File: config.mk
export PLATFORM = sky130hd
export DESIGN_NAME = seal_top
export DESIGN_NICKNAME = d
export VERILOG_FILES = /design/src/hdl/seal_pkg.sv /design/src/hdl/seal_mem.sv /design/src/hdl/seal_twi.sv /design/src/hdl/seal_top.sv
export SDC_FILE = /design/constraint.sdc
export NUM_CORES = 1
export LEC_CHECK = 0
export BUFFER_PORTS_ARGS = -buffer_cell sky130_fd_sc_hd__buf_2
export CORE_MARGIN = 4
export CORE_UTILIZATION = 35
export DETAILED_ROUTE_END_ITERATION = 7
export PLACE_DENSITY_LB_ADDON = 0.3
export SYNTH_ARGS = -nofsm -noshare
export SYNTH_HDL_FRONTEND = slang
export SYNTH_SLANG_ARGS = --single-unit
File: constraint.sdc
create_clock -name CLOCK -period 4.5 [get_ports CLOCK]
set_clock_uncertainty 0.1 [all_clocks]
set_input_delay 0.45 -clock CLOCK [delete_from_list [all_inputs] [get_ports CLOCK]]
set_output_delay 0.45 -clock CLOCK [all_outputs]
set_load 0.05 [all_outputs]
File: src/hdl/seal_pkg.sv
// Constants, types and register map of the serial memory configuration loader
// How it works
// - The memory link is exactly two pins, a serial clock driven out by the device and one two-way data line.
// - The loader reaches all 512 bytes of the memory, using the page bit of the device select for the upper half.
// - Right after reset is released the loader fetches the configuration image before anything else happens.
// - The memory is seen as 16-bit words and every access carries a 7-bit word address.
// - The chip-select address bits of the device select are always sent as zero and the board straps them so.
// - A hardware sequencer does software-started word reads and writes from start, address and command fields.
// - After reset word zero is read and the automatic load starts only if it equals the expected signature.
// - The automatic load reads consecutive words upward and stores each into its configuration register.
// - The load-status flag at bit 3 of offset DCh is one while loading and zero when done, and the host polls it.
// - Words 02h and 04h become the vendor and device identifiers and the low byte of word 0Eh the revision.
// - Word 06h is applied to the channel count, link capability, mode and interrupt pin settings.
// - Word 10h carries the training, clock and scrambling settings of port 0, the next words those of ports 1 and 2.
// - Words 18h and 1Ah load physical control groups 0 and 1, and only bits 6 to 0 of group 2 come from word 1Ch.
package seal_pkg;
  // Register map (control byte address; configuration page number in address bits 11 to 6)
  localparam logic [11:0] REG_CONTROL = 12'h0dc;
  localparam logic [5:0] REG_CFG_PAGE = 6'h04;
  // Control register fields
  localparam int CTL_START_BIT = 0;
  localparam int CTL_WRITE_BIT = 1;
  localparam int CTL_SIGOK_BIT = 2;
  localparam int CTL_BUSY_BIT = 3;
  localparam int CTL_NACK_BIT = 4;
  localparam int CTL_ADDR_LSB = 8;
  localparam int CTL_PAGE_BIT = 15;
  localparam int CTL_DATA_LSB = 16;
  // Image layout
  localparam logic [15:0] SIGNATURE = 16'h1516;
  localparam logic [6:0] WORD_FIRST = 7'h01;
  localparam logic [6:0] WORD_LAST = 7'h0e;
  localparam logic [6:0] WORD_REV = 7'h07;
  localparam logic [6:0] WORD_PHY2 = 7'h0e;
  localparam logic [15:0] MASK_REV = 16'h00ff;
  localparam logic [15:0] MASK_PHY2 = 16'h007f;
  localparam logic [15:0] CFG_DEFAULT = 16'h0000;
  // Device select
  localparam logic [3:0] DEVSEL_TYPE = 4'ha;
  localparam logic [1:0] DEVSEL_STRAP = 2'h0;
  // Timing
  localparam int CLOCK_PERIOD_NS = 40;
  localparam int TWI_QUARTER_NS = 2500;
  localparam int TWI_QUARTER_CYC = (TWI_QUARTER_NS + CLOCK_PERIOD_NS - 1) / CLOCK_PERIOD_NS;
  localparam int WRITE_CYCLE_NS = 5000000;
  localparam int WRITE_CYCLE_CYC = (WRITE_CYCLE_NS + CLOCK_PERIOD_NS - 1) / CLOCK_PERIOD_NS;
  // Byte engine operations
  typedef logic [1:0] seal_op_t;
  localparam seal_op_t OP_START = 2'h0;
  localparam seal_op_t OP_STOP = 2'h1;
  localparam seal_op_t OP_WRITE = 2'h2;
  localparam seal_op_t OP_READ = 2'h3;
  // Transfer purposes
  typedef logic [1:0] seal_purpose_t;
  localparam seal_purpose_t P_SIG = 2'h0;
  localparam seal_purpose_t P_LOAD = 2'h1;
  localparam seal_purpose_t P_SEQ = 2'h2;
  typedef enum logic [3:0] {E_IDLE = 4'b0001, E_START = 4'b0010, E_STOP = 4'b0100, E_BITS = 4'b1000} seal_eng_e;
  typedef enum logic [2:0] {ST_XFER = 3'b001, ST_WRWAIT = 3'b010, ST_IDLE = 3'b100} seal_ctl_e;
endpackage

File: src/hdl/seal_mem.sv
// Small word memory that holds the loaded configuration image
`timescale 1ns/1ps
module seal_mem #(
  parameter int AW = 4,
  parameter int DW = 16
) (
  // Clock
  input wire logic clock,
  input wire logic clock_en,
  // Write port
  input wire logic we,
  input wire logic [AW-1:0] waddr,
  input wire logic [DW-1:0] wdata,
  // Read port
  input wire logic [AW-1:0] raddr,
  output logic [DW-1:0] rdata
);
  logic [DW-1:0] store [0:(1<<AW)-1];

  always_ff @(posedge clock) begin
    if (clock_en) begin
      if (we) begin
        store[waddr] <= wdata;
      end
      rdata <= store[raddr];
    end
  end
endmodule // seal_mem

File: src/hdl/seal_twi.sv
// Two-wire byte engine: start, stop, byte write and byte read with acknowledge
`timescale 1ns/1ps
module seal_twi
  import seal_pkg::*;
#(
  parameter int QUARTER_CYCLES = seal_pkg::TWI_QUARTER_CYC
) (
  // Clock and reset
  input wire logic clock,
  input wire logic reset,
  input wire logic clock_en,
  // Command
  input wire logic cmd_valid,
  input wire seal_pkg::seal_op_t cmd_op,
  input wire logic [7:0] cmd_data,
  input wire logic cmd_nack,
  output logic cmd_ready,
  output logic done,
  output logic [7:0] rx_data,
  output logic rx_ack,
  // Memory link
  output logic scl,
  input wire logic sda_i,
  output logic sda_o,
  output logic sda_oe
);
  typedef struct packed {
    seal_eng_e state;
    logic [15:0] div;
    logic [1:0] quarter;
    logic [3:0] bitn;
    logic [8:0] shift;
    logic samp;
    logic sda_meta;
    logic sda_sync;
    logic scl;
    logic sda_low;
    logic done;
    logic [7:0] rx_data;
    logic rx_ack;
  } seal_twi_s;

  seal_twi_s r, n;
  logic tick;

  always_comb begin
    n = r;
    tick = 1'b0;
    n.done = 1'b0;
    n.sda_meta = sda_i;
    n.sda_sync = r.sda_meta;
    if (r.state == E_IDLE) begin
      if (cmd_valid) begin
        n.div = 16'h0000;
        n.quarter = 2'h0;
        n.bitn = 4'h0;
        case (cmd_op)
          OP_START: n.state = E_START;
          OP_STOP: n.state = E_STOP;
          OP_WRITE: begin
            n.state = E_BITS;
            n.shift = {cmd_data, 1'b1};
          end
          default: begin
            n.state = E_BITS;
            n.shift = {8'hff, cmd_nack};
          end
        endcase
      end
    end else begin
      if (r.div == 16'(QUARTER_CYCLES - 1)) begin
        n.div = 16'h0000;
        tick = 1'b1;
      end else begin
        n.div = r.div + 16'h0001;
      end
      if (tick) begin
        n.quarter = r.quarter + 2'h1;
        // Sample at the end of the high clock phase
        if (r.state == E_BITS && r.quarter == 2'h2) begin
          n.samp = r.sda_sync;
        end
        if (r.quarter == 2'h3) begin
          if (r.state == E_BITS) begin
            n.shift = {r.shift[7:0], r.samp};
            if (r.bitn == 4'h8) begin
              n.state = E_IDLE;
              n.done = 1'b1;
              n.rx_data = r.shift[7:0];
              n.rx_ack = ~r.samp;
            end else begin
              n.bitn = r.bitn + 4'h1;
            end
          end else begin
            n.state = E_IDLE;
            n.done = 1'b1;
          end
        end
      end
    end
    // Pin levels per quarter; idle holds the last levels
    case (n.state)
      E_START: begin
        n.scl = (n.quarter == 2'h1) || (n.quarter == 2'h2);
        n.sda_low = n.quarter[1];
      end
      E_STOP: begin
        n.scl = (n.quarter != 2'h0);
        n.sda_low = (n.quarter == 2'h0) || (n.quarter == 2'h1);
      end
      E_BITS: begin
        n.scl = (n.quarter == 2'h1) || (n.quarter == 2'h2);
        n.sda_low = ~n.shift[8];
      end
      default: begin
      end
    endcase
  end

  always_ff @(posedge clock) begin
    if (reset) begin
      r <= '{state: E_IDLE, scl: 1'b1, default: '0};
    end else if (clock_en) begin
      r <= n;
    end
  end

  assign cmd_ready = (r.state == E_IDLE);
  assign done = r.done;
  assign rx_data = r.rx_data;
  assign rx_ack = r.rx_ack;
  assign scl = r.scl;
  assign sda_o = 1'b0;
  assign sda_oe = r.sda_low;
endmodule // seal_twi

File: src/hdl/seal_top.sv
// Serial memory configuration loader with word sequencer and Wishbone register slave
//
// Our own choices: the Wishbone register port and the register offsets.
`timescale 1ns/1ps
module seal_top
  import seal_pkg::*;
#(
  parameter int QUARTER_CYCLES = seal_pkg::TWI_QUARTER_CYC,
  parameter int WRITE_WAIT_CYCLES = seal_pkg::WRITE_CYCLE_CYC
) (
  // Clock, reset and enable
  input wire logic CLOCK,
  input wire logic RESET,
  input wire logic CLOCK_EN,
  // Wishbone slave
  input wire logic WB_CYC_I,
  input wire logic WB_STB_I,
  input wire logic WB_WE_I,
  input wire logic [11:0] WB_ADR_I,
  input wire logic [3:0] WB_SEL_I,
  input wire logic [31:0] WB_DAT_I,
  output logic [31:0] WB_DAT_O,
  output logic WB_ACK_O,
  // Memory link
  output logic MEMORY_SERIAL_CLOCK,
  input wire logic MEMORY_SERIAL_DATA_I,
  output logic MEMORY_SERIAL_DATA_O,
  output logic MEMORY_SERIAL_DATA_OE,
  // Status
  output logic LOAD_BUSY
);
  ////////////////////////////////////////////////////////////////////////////
  // Step kinds of one word transfer

  localparam logic [3:0] K_START = 4'h0;
  localparam logic [3:0] K_DEVW = 4'h1;
  localparam logic [3:0] K_ADDR = 4'h2;
  localparam logic [3:0] K_DEVR = 4'h3;
  localparam logic [3:0] K_RDLO = 4'h4;
  localparam logic [3:0] K_RDHI = 4'h5;
  localparam logic [3:0] K_WRLO = 4'h6;
  localparam logic [3:0] K_WRHI = 4'h7;
  localparam logic [3:0] K_STOP = 4'h8;
  localparam logic [3:0] K_END = 4'h9;

  // Read: start, select W, address, restart, select R, two bytes, stop
  function automatic logic [3:0] step_kind(input logic wr, input logic [3:0] step);
    logic [3:0] k;
    k = K_END;
    if (!wr) begin
      case (step)
        4'h0: k = K_START;
        4'h1: k = K_DEVW;
        4'h2: k = K_ADDR;
        4'h3: k = K_START;
        4'h4: k = K_DEVR;
        4'h5: k = K_RDLO;
        4'h6: k = K_RDHI;
        4'h7: k = K_STOP;
        default: k = K_END;
      endcase
    end else begin
      // Write: start, select W, address, two bytes, stop
      case (step)
        4'h0: k = K_START;
        4'h1: k = K_DEVW;
        4'h2: k = K_ADDR;
        4'h3: k = K_WRLO;
        4'h4: k = K_WRHI;
        4'h5: k = K_STOP;
        default: k = K_END;
      endcase
    end
    return k;
  endfunction

  ////////////////////////////////////////////////////////////////////////////
  // State

  typedef struct packed {
    // Transfer controller
    seal_ctl_e state;
    seal_purpose_t purpose;
    logic [3:0] step;
    logic waiting;
    logic [6:0] word;
    logic page;
    logic wr_cmd;
    logic [15:0] data;
    logic busy;
    logic sig_ok;
    logic nack;
    logic [15:0] loaded;
    logic [19:0] wait_cnt;
    // Engine command register
    logic cmd_valid;
    seal_op_t cmd_op;
    logic [7:0] cmd_data;
    logic cmd_nack;
    // Image store write port
    logic mem_we;
    logic [3:0] mem_waddr;
    logic [15:0] mem_wdata;
    // Bus answer
    logic wb_pend;
    logic ack;
    logic [31:0] dat_o;
  } seal_top_s;

  seal_top_s r, n;
  // Engine and store results
  logic eng_ready;
  logic eng_done;
  logic [7:0] eng_rx_data;
  logic eng_rx_ack;
  logic [15:0] mem_rdata;
  // Decode helpers
  logic [3:0] kind;
  logic wb_take;
  logic wb_ctl_hit;
  logic wb_cfg_hit;
  logic [31:0] rd_value;
  logic [15:0] store_word;

  ////////////////////////////////////////////////////////////////////////////
  // Next state

  always_comb begin
    n = r;
    n.cmd_valid = 1'b0;
    n.mem_we = 1'b0;
    kind = step_kind(r.wr_cmd, r.step);
    store_word = r.data;
    // A request is taken only when no answer is in flight
    wb_take = WB_CYC_I && WB_STB_I && !r.wb_pend && !r.ack;
    wb_ctl_hit = (WB_ADR_I[11:2] == REG_CONTROL[11:2]);
    wb_cfg_hit = (WB_ADR_I[11:6] == REG_CFG_PAGE);
    rd_value = 32'h0000_0000;

    // Engine results
    if (r.waiting && eng_done) begin
      n.waiting = 1'b0;
      n.step = r.step + 4'h1;
      case (kind)
        // A missing acknowledge is recorded, the transfer goes on
        K_DEVW, K_ADDR, K_DEVR, K_WRLO, K_WRHI: begin
          if (!eng_rx_ack) begin
            n.nack = 1'b1;
          end
        end
        K_RDLO: n.data[7:0] = eng_rx_data;
        K_RDHI: n.data[15:8] = eng_rx_data;
        default: begin
        end
      endcase
    end

    case (r.state)
      ST_XFER: begin
        // Issue the next step only once the engine is idle again
        if (!r.waiting && eng_ready && !r.cmd_valid) begin
          if (kind == K_END) begin
            n.step = 4'h0;
            case (r.purpose)
              // Signature decides between load and skip
              P_SIG: begin
                if (r.data == SIGNATURE) begin
                  n.sig_ok = 1'b1;
                  n.purpose = P_LOAD;
                  n.word = WORD_FIRST;
                end else begin
                  n.busy = 1'b0;
                  n.state = ST_IDLE;
                end
              end
              P_LOAD: begin
                // Revision and third control group keep only their defined bits
                if (r.word == WORD_REV) begin
                  store_word = r.data & MASK_REV;
                end else if (r.word == WORD_PHY2) begin
                  store_word = r.data & MASK_PHY2;
                end
                // Word index equals byte offset over two: 02h, 04h, 06h, 10h, 18h land in slots 1, 2, 3, 8, 12
                n.mem_we = 1'b1;
                n.mem_waddr = r.word[3:0];
                n.mem_wdata = store_word;
                n.loaded[r.word[3:0]] = 1'b1;
                if (r.word == WORD_LAST) begin
                  n.busy = 1'b0;
                  n.state = ST_IDLE;
                end else begin
                  n.word = r.word + 7'h01;
                end
              end
              default: begin
                // Sequencer: a write waits out the memory's internal write time
                if (r.wr_cmd) begin
                  n.state = ST_WRWAIT;
                  n.wait_cnt = 20'h00000;
                end else begin
                  n.busy = 1'b0;
                  n.state = ST_IDLE;
                end
              end
            endcase
          end else begin
            n.cmd_valid = 1'b1;
            n.waiting = 1'b1;
            n.cmd_nack = (kind == K_RDHI);
            n.cmd_data = 8'h00;
            // Operation and byte of the step
            case (kind)
              K_START: n.cmd_op = OP_START;
              K_STOP: n.cmd_op = OP_STOP;
              K_RDLO, K_RDHI: n.cmd_op = OP_READ;
              default: n.cmd_op = OP_WRITE;
            endcase
            case (kind)
              K_DEVW: n.cmd_data = {DEVSEL_TYPE, DEVSEL_STRAP, r.page, 1'b0};
              K_DEVR: n.cmd_data = {DEVSEL_TYPE, DEVSEL_STRAP, r.page, 1'b1};
              K_ADDR: n.cmd_data = {r.word, 1'b0};
              K_WRLO: n.cmd_data = r.data[7:0];
              K_WRHI: n.cmd_data = r.data[15:8];
              default: n.cmd_data = 8'h00;
            endcase
          end
        end
      end
      ST_WRWAIT: begin
        // Memory internal write time before the next access
        if (r.wait_cnt == 20'(WRITE_WAIT_CYCLES - 1)) begin
          n.busy = 1'b0;
          n.state = ST_IDLE;
        end else begin
          n.wait_cnt = r.wait_cnt + 20'h00001;
        end
      end
      default: begin
      end
    endcase

    ////////////////////////////////////////////////////////////////////////////
    // Wishbone slave: take, then answer one cycle later

    if (r.ack) begin
      n.ack = 1'b0;
    end
    if (wb_take) begin
      n.wb_pend = 1'b1;
    end
    if (r.wb_pend) begin
      n.wb_pend = 1'b0;
      n.ack = 1'b1;
      // Read data; unmapped addresses read zero
      if (wb_ctl_hit) begin
        rd_value[CTL_WRITE_BIT] = r.wr_cmd;
        rd_value[CTL_SIGOK_BIT] = r.sig_ok;
        rd_value[CTL_BUSY_BIT] = r.busy;
        rd_value[CTL_NACK_BIT] = r.nack;
        rd_value[CTL_ADDR_LSB +: 7] = r.word;
        rd_value[CTL_PAGE_BIT] = r.page;
        rd_value[CTL_DATA_LSB +: 16] = r.data;
      end else if (wb_cfg_hit) begin
        rd_value[15:0] = r.loaded[WB_ADR_I[5:2]] ? mem_rdata : CFG_DEFAULT;
      end
      n.dat_o = WB_WE_I ? 32'h0000_0000 : rd_value;
      // Fields are frozen while an access runs; a start then is ignored
      if (WB_WE_I && wb_ctl_hit && !r.busy) begin
        if (WB_SEL_I[0]) begin
          n.wr_cmd = WB_DAT_I[CTL_WRITE_BIT];
        end
        if (WB_SEL_I[1]) begin
          n.word = WB_DAT_I[CTL_ADDR_LSB +: 7];
          n.page = WB_DAT_I[CTL_PAGE_BIT];
        end
        if (WB_SEL_I[2]) begin
          n.data[7:0] = WB_DAT_I[CTL_DATA_LSB +: 8];
        end
        if (WB_SEL_I[3]) begin
          n.data[15:8] = WB_DAT_I[CTL_DATA_LSB + 8 +: 8];
        end
        // Start needs the lowest byte lane
        if (WB_SEL_I[0] && WB_DAT_I[CTL_START_BIT]) begin
          n.busy = 1'b1;
          n.nack = 1'b0;
          n.purpose = P_SEQ;
          n.step = 4'h0;
          n.state = ST_XFER;
        end
      end
    end
  end

  ////////////////////////////////////////////////////////////////////////////
  // Registers; reset starts the signature read at word zero

  always_ff @(posedge CLOCK) begin
    if (RESET) begin
      r <= '{state: ST_XFER, purpose: P_SIG, busy: 1'b1, cmd_op: OP_START, default: '0};
    end else if (CLOCK_EN) begin
      r <= n;
    end
  end

  ////////////////////////////////////////////////////////////////////////////
  // Byte engine and image store

  seal_twi #(
    .QUARTER_CYCLES(QUARTER_CYCLES)
  ) seal_twi_inst (
    .clock(CLOCK),
    .reset(RESET),
    .clock_en(CLOCK_EN),
    .cmd_valid(r.cmd_valid),
    .cmd_op(r.cmd_op),
    .cmd_data(r.cmd_data),
    .cmd_nack(r.cmd_nack),
    .cmd_ready(eng_ready),
    .done(eng_done),
    .rx_data(eng_rx_data),
    .rx_ack(eng_rx_ack),
    .scl(MEMORY_SERIAL_CLOCK),
    .sda_i(MEMORY_SERIAL_DATA_I),
    .sda_o(MEMORY_SERIAL_DATA_O),
    .sda_oe(MEMORY_SERIAL_DATA_OE)
  );

  // Image words are indexed by the low bits of the word address
  seal_mem #(
    .AW(4),
    .DW(16)
  ) seal_mem_inst (
    .clock(CLOCK),
    .clock_en(CLOCK_EN),
    .we(r.mem_we),
    .waddr(r.mem_waddr),
    .wdata(r.mem_wdata),
    .raddr(WB_ADR_I[5:2]),
    .rdata(mem_rdata)
  );

  // Outputs straight from registers
  assign WB_DAT_O = r.dat_o;
  assign WB_ACK_O = r.ack;
  assign LOAD_BUSY = r.busy;
endmodule // seal_top

# Word level (Yosys, flattened, before mapping)
# Memory sizes are Yosys's and may differ from the RTL's. A register that Yosys moved wholly into a read port is not among the register bits.
# Cells that the tools add are included.
[op_classes]
magnitude_cmp = 3
div_mod_pow = 0
n_bitwise = 5
n_eq_ne = 44
reduce_logical = 46
addsub = 6
muxes = 105
shifts = 0
mul = 0
[ops]
columns = ["operator", "count"]
rows = [
  ["$mux W16", 8],
  ["$mux W20", 4],
  ["$mux W35", 2],
  ["$mux W53", 1],
  ["$mux W26", 2],
  ["$mux W8", 6],
  ["$mux W9", 5],
  ["$mux W21", 2],
  ["$mux W10", 4],
  ["$pmux W20 S2", 1],
  ["$pmux W8 S5", 1],
  ["$mux W34", 1],
  ["$mux W33", 1],
  ["$mux W32", 1],
  ["$mux W4", 8],
  ["$eq A4 B3 Y1 const B", 7],
  ["$mux W1", 26],
  ["$mux W13", 2],
  ["$pmux W4 S6", 1],
  ["$reduce_and A6 Y1", 4],
  ["$mux W3", 7],
  ["$mux W7", 3],
  ["$add A20 B1 Y20 const B", 1],
  ["$eq A20 B17 Y1 const B", 1],
  ["48 further kinds", 110],
]
[word_totals]
word_cells = 248
output_inout_bits = 37
inputBits = 55
memories = 2
ff_bits = 191
latchBits = 0
rom_bits = 32
mem_bits_rw = 256
[memory_table]
columns = ["name", "words", "word_bits", "read_ports", "rd_ports_with_merged_regs", "wr", "line_no", "source"]
rows = [
  ["seal_mem_inst.store", 16, 16, 1, 1, 1, "seal_mem.sv:18", "logic [DW-1:0] store [0:(1<<AW)-1];"],
  ["(no name shown)", 8, 4, 1, 1, 0, "seal_top.sv:51", "case (step)"],
]

# Logic depth before layout (Yosys ltp)
[depth]
ltp_word = 12
ltp_mapped = 11
depth_no_buf = 11

# Modules after synthesis
# A second synthesis with hierarchy kept.
[hier_totals]
hier_cells = 1633
hier_area_um2 = 20349.5
[modules_own_cells]
columns = ["module", "cells_each", "seq_area_each_um2", "n_inst", "area_per_inst_um2"]
rows = [
  ["seal_mem", 433, 8167.8, 1, 10253.6],
  ["seal_top", 886, 2902.8, 1, 7442.1],
  ["seal_twi", 314, 1001.0, 1, 2653.8],
]

# Worst setup path after synthesis
# Ideal clock, no wire load.
[synth_timing]
kind = "in2reg"
from = "input CLOCK_EN"
to = "memory seal_mem_inst.store[12][0], enable pin"
t_arrival_ps = 2782
setup_ps = 409
path_buffers = 4
t_required_ps = 3991
stages = 6
path_slack_ps = 1208
path_cell_list = "buf_2 -> clkbuf_1 -> clkbuf_1 -> clkbuf_1 -> nand4_1 -> nor3_1"
[synth_via]
elab_chain_cells = 2
[synth_lines]
columns = ["item", "line_no", "source"]
rows = [
  ["start, declared", "seal_top.sv:14", "input wire logic CLOCK_EN,"],
  ["$mux W1", "seal_mem.sv:21", "if (clock_en) begin"],
  ["$mux W1 (implied by the code)", "seal_mem.sv:23", "store[waddr] <= wdata;"],
  ["end, declared", "seal_mem.sv:18", ""],
]
# Every way passes these cells.

==> results.md <==
* Final antenna-violating net count at 0
* Vias in the first global route at 12,696
* Cells on worst reg2reg path at 9
* Total detailed-routing wirelength at 50,900 um
* Worst Path Max Fanout at 14
* Clock Sinks at 467
* CTS root buf: clkbuf_16
* Placer Congestion at 0.835
* Footprint of the multi-input gates at 7100 um2
* Syn. warnings at 0
* Crit Reg-Reg Startpoint: r[122]$_SDFFE_PP0P_
* Initial DRC count at 1,083
* Critical path's top delay family: compound AO/OA/AOI/OAI gates
* Clk buf depth at 3
* Crit path time final at 3.43 ns
* TritonCTS clock tree: yes
* Vias per cell at 5.44
* Syn avg cell area at 12.9 um2
* Net count, final at 1,660
* Cells along the critical path: or3b_1, o221a_2, o2111a_2, o21a_1, o31ai_1, mux2i_1, or2_2, ha_1, mux2_2
* Synth async-reset ratio at 0%
* Post-synth cell types at 84
* Worst EP required at 4.87 ns
* Maxcap violations at 0
* PwrDens at 389 nW/um2
* R2R setup slack at 1.07 ns
* Period utilisation layout at 76.3%
* Syn Nets at 1,610
* Critical Path Start Type: register
* CTS Hold Bufs at 2
* Slew HR at 20.7%
* Finish-stage setup viols at 0
* Syn Inst Count at 1,537
* Setup repair bufs after CTS at 0
* Setup_tns at 0 ns
* Worst min-delay path startpoint: WB_DAT_I[11]
* Finished Layout Cells at 2,376
* Top FF cell, synth: edfxtp_1
* Crit end category: register
* Hold Fails Final Rpt at 0
* Worst Hold Endpoint: r[127]$_SDFFE_PP0P_
* Core Box Area at 55,500 um2
* Die H at 246 um
* Count of cells resized by post-cts repair at 0
* Latest clock arrival within the worst-skew pair at 0.59 ns
* Sequential-to-total area share from yosys stat at 61.0%
* Static leakage at 8.11 nW
* Die area at 60,400 um2
* Placed insts at 2,283
* DRC at 0
* Routed vias at 12,914
* Avg WL per Cell at 21.4 um
* Min-delay worst type: in2reg
* Max Freq at 0.291 GHz
* Status: finished, final reports clean
* Setup CP Type: reg2reg
* Register Area at 12,100 um2
* FILL cells at 5,158
* First-pass GRT wire length at 77,300 um
* Gr ovfl total at 0
* Max VDD drop at 230 uV
* Mapped Area at 19,800 um2
* Largest net degree at the start of global routing at 66
* H-tree depth at 2
* CP max-delay cell: dfxtp_1
* WP buf/inv at 0
* Dpl hpwl at 32,600 um
* Num CTS Buffers at 48
* Die width at 246 um
* RSZ-0062 raised after global routing: false
* # rows at 86
* Reg clk slew, reported paths at 0.06 ns
* Initial antenna violation count at 0
* Initial Utilization at 35.7%
* Worst EP arrival at 3.81 ns
* Crit-path max cell delay at 0.73 ns
* Share of layout cells above drive strength 1 at 20.2%
* Hold Path Depth at 3
* # IOs at 92
* Max Slew Vio Count at 0
* Area growth syn-to-layout at 13.5%
* Post-synthesis register bit count at 467
* First-pass DRT Iterations at 5
* Port Buffers at 82
* EDFF count, synth at 272
* Gr usage total at 16.6%
* Worst slew pin tran at 1.19 ns
## worst max-delay path by stage
stage,start,end,cells past startpoint
5_1_grt,r[133]$_SDFFE_PP0P_,register,10
6_report,r[122]$_SDFFE_PP0P_,register,9
2_1_floorplan,CLOCK_EN,seal_mem_inst.store[12][0]$_DFFE_PP_,6
3_5_place_dp,r[122]$_SDFFE_PP0P_,register,9
3_3_place_gp,r[122]$_SDFFE_PP0P_,register,9
4_1_cts,r[122]$_SDFFE_PP0P_,register,9
## placed cells by master, fill, tap and decap left out, types with 8 or more instances in the layout
cell type	synthesis	layout
nor4_1	12	12
clkbuf_1	59	11
nor2_2	0	12
nand2b_1	19	19
dfxtp_1	195	195
buf_2	14	79
nand3_1	23	23
nor2b_1	14	13
a31oi_1	13	13
or3_1	12	12
xor2_1	9	9
or4_1	9	9
and3_1	8	8
a22o_1	23	23
ha_1	18	18
clkinv_1	0	9
mux2i_1	24	24
buf_4	35	34
a21oi_1	96	95
o221a_2	9	9
nor3_1	24	20
nand2_1	124	124
clkbuf_16	0	49
mux4_2	85	85
inv_1	25	25
o21ai_0	46	46
nand4_1	19	19
edfxtp_1	272	272
nor2_1	149	137
and2_1	8	8
a211oi_1	19	19
a22oi_1	24	24
nand3b_1	11	11
a311oi_1	12	12
## where the power goes
part           switching [mW]  total [mW]  internal (mW)
clock network            1.68        3.94           2.27
registers              0.0184        4.51           4.49
logic                   0.180       0.281          0.101
## kinds of logic (layout without fill, tap and decap cells)
kind of cell	count (synthesis)	in the layout	synth area share [%]
xor gates and xnor gates	16	16	0.708
adders and majority gates	18	18	1.14
buffers and inverters	141	231	3.47
AOI/OAI and AO/OA	302	302	10.3
and+or+nand+nor	481	481	12.4
other	1	2	0.0189
muxes	111	111	11.0
DFF	467	467	61.0
## area by class of cell
| type | instances | area share [%] |
|---|---|---|
| Antenna cell | 1 | 0.0111 |
| Clock buffer | 65 | 5.95 |
| Clock inverter | 25 | 1.06 |
| Inverter | 25 | 0.418 |
| Multi-Input combinational cell | 929 | 31.6 |
| Sequential cell | 467 | 53.7 |
| Tap cell | 748 | 4.16 |
| Timing Repair Buffer | 116 | 3.07 |
## per-stage QoR
step	cell area (um2)	utilization (%)	total power [mW]	worst slack (ns)	hold slack, ns
after floorplan	19800	-	4.79	1.21	0.316
after global placement	20900	37.6	4.88	1.16	0.326
after detailed placement	20900	37.6	4.88	1.14	0.325
after CTS	22500	40.5	8.82	1.10	0.0175
after global routing	22500	40.5	9.03	0.982	0.0404
final	22500	40.5	8.73	1.07	0.0467
## cells in the mapped netlist, types with 7 or more instances
library cell / count / share of area [%]
a211oi_1: 19 / 0.72
a21oi_1: 96 / 2.4
a22o_1: 23 / 1.0
a22oi_1: 24 / 0.91
a311oi_1: 12 / 0.53
a31oi_1: 13 / 0.41
and2_1: 8 / 0.25
and3_1: 8 / 0.25
and4_1: 7 / 0.31
buf_2: 14 / 0.35
buf_4: 35 / 1.3
clkbuf_1: 59 / 1.1
dfxtp_1: 195 / 20
edfxtp_1: 272 / 41
ha_1: 18 / 1.1
inv_1: 25 / 0.47
mux2i_1: 24 / 1.2
mux4_2: 85 / 9.7
nand2_1: 124 / 2.4
nand2b_1: 19 / 0.60
nand3_1: 23 / 0.58
nand3b_1: 11 / 0.42
nand4_1: 19 / 0.60
nor2_1: 149 / 2.8
nor2b_1: 14 / 0.44
nor3_1: 24 / 0.61
nor4_1: 12 / 0.38
o21ai_0: 46 / 1.2
o221a_2: 9 / 0.51
o31ai_1: 7 / 0.27
or3_1: 12 / 0.38
or4_1: 9 / 0.34
xnor2_1: 7 / 0.31
xor2_1: 9 / 0.40
## worst reg2reg max path, stage by stage (launching register included)
cell and delay [ns]:
dfxtp_1 0.73, or3b_1 0.41, o221a_2 0.27, o2111a_2 0.23, o21a_1 0.24, o31ai_1 0.36
mux2i_1 0.23, or2_2 0.32, ha_1 0.17, mux2_2 0.26
## layer usage
metal / global-route usage, % / vias to the layer above / routed length, um
met3: 2.92 / 78 / 2890
met5: 0 / - / 0
met2: 27.6 / 352 / 24300
met4: 4.41 / 0 / 1230
li1: - / 5940 / -
met1: 22.7 / 6544 / 22500
## flip-flops by register name, summed over array words and instances, names as in the netlist, named ones only
register	flops
WB_DAT_O	32
seal_twi_inst.rx_data	8
seal_mem_inst.rdata	16
seal_twi_inst.done	1
seal_mem_inst.store	256
r	107
seal_twi_inst.r	37
seal_twi_inst.rx_ack	1
seal_twi_inst.scl	1
WB_ACK_O	1
LOAD_BUSY	1
seal_twi_inst.n	1
seal_twi_inst.sda_oe	1
No activity file was read; power rests on OpenSTA's default activity.
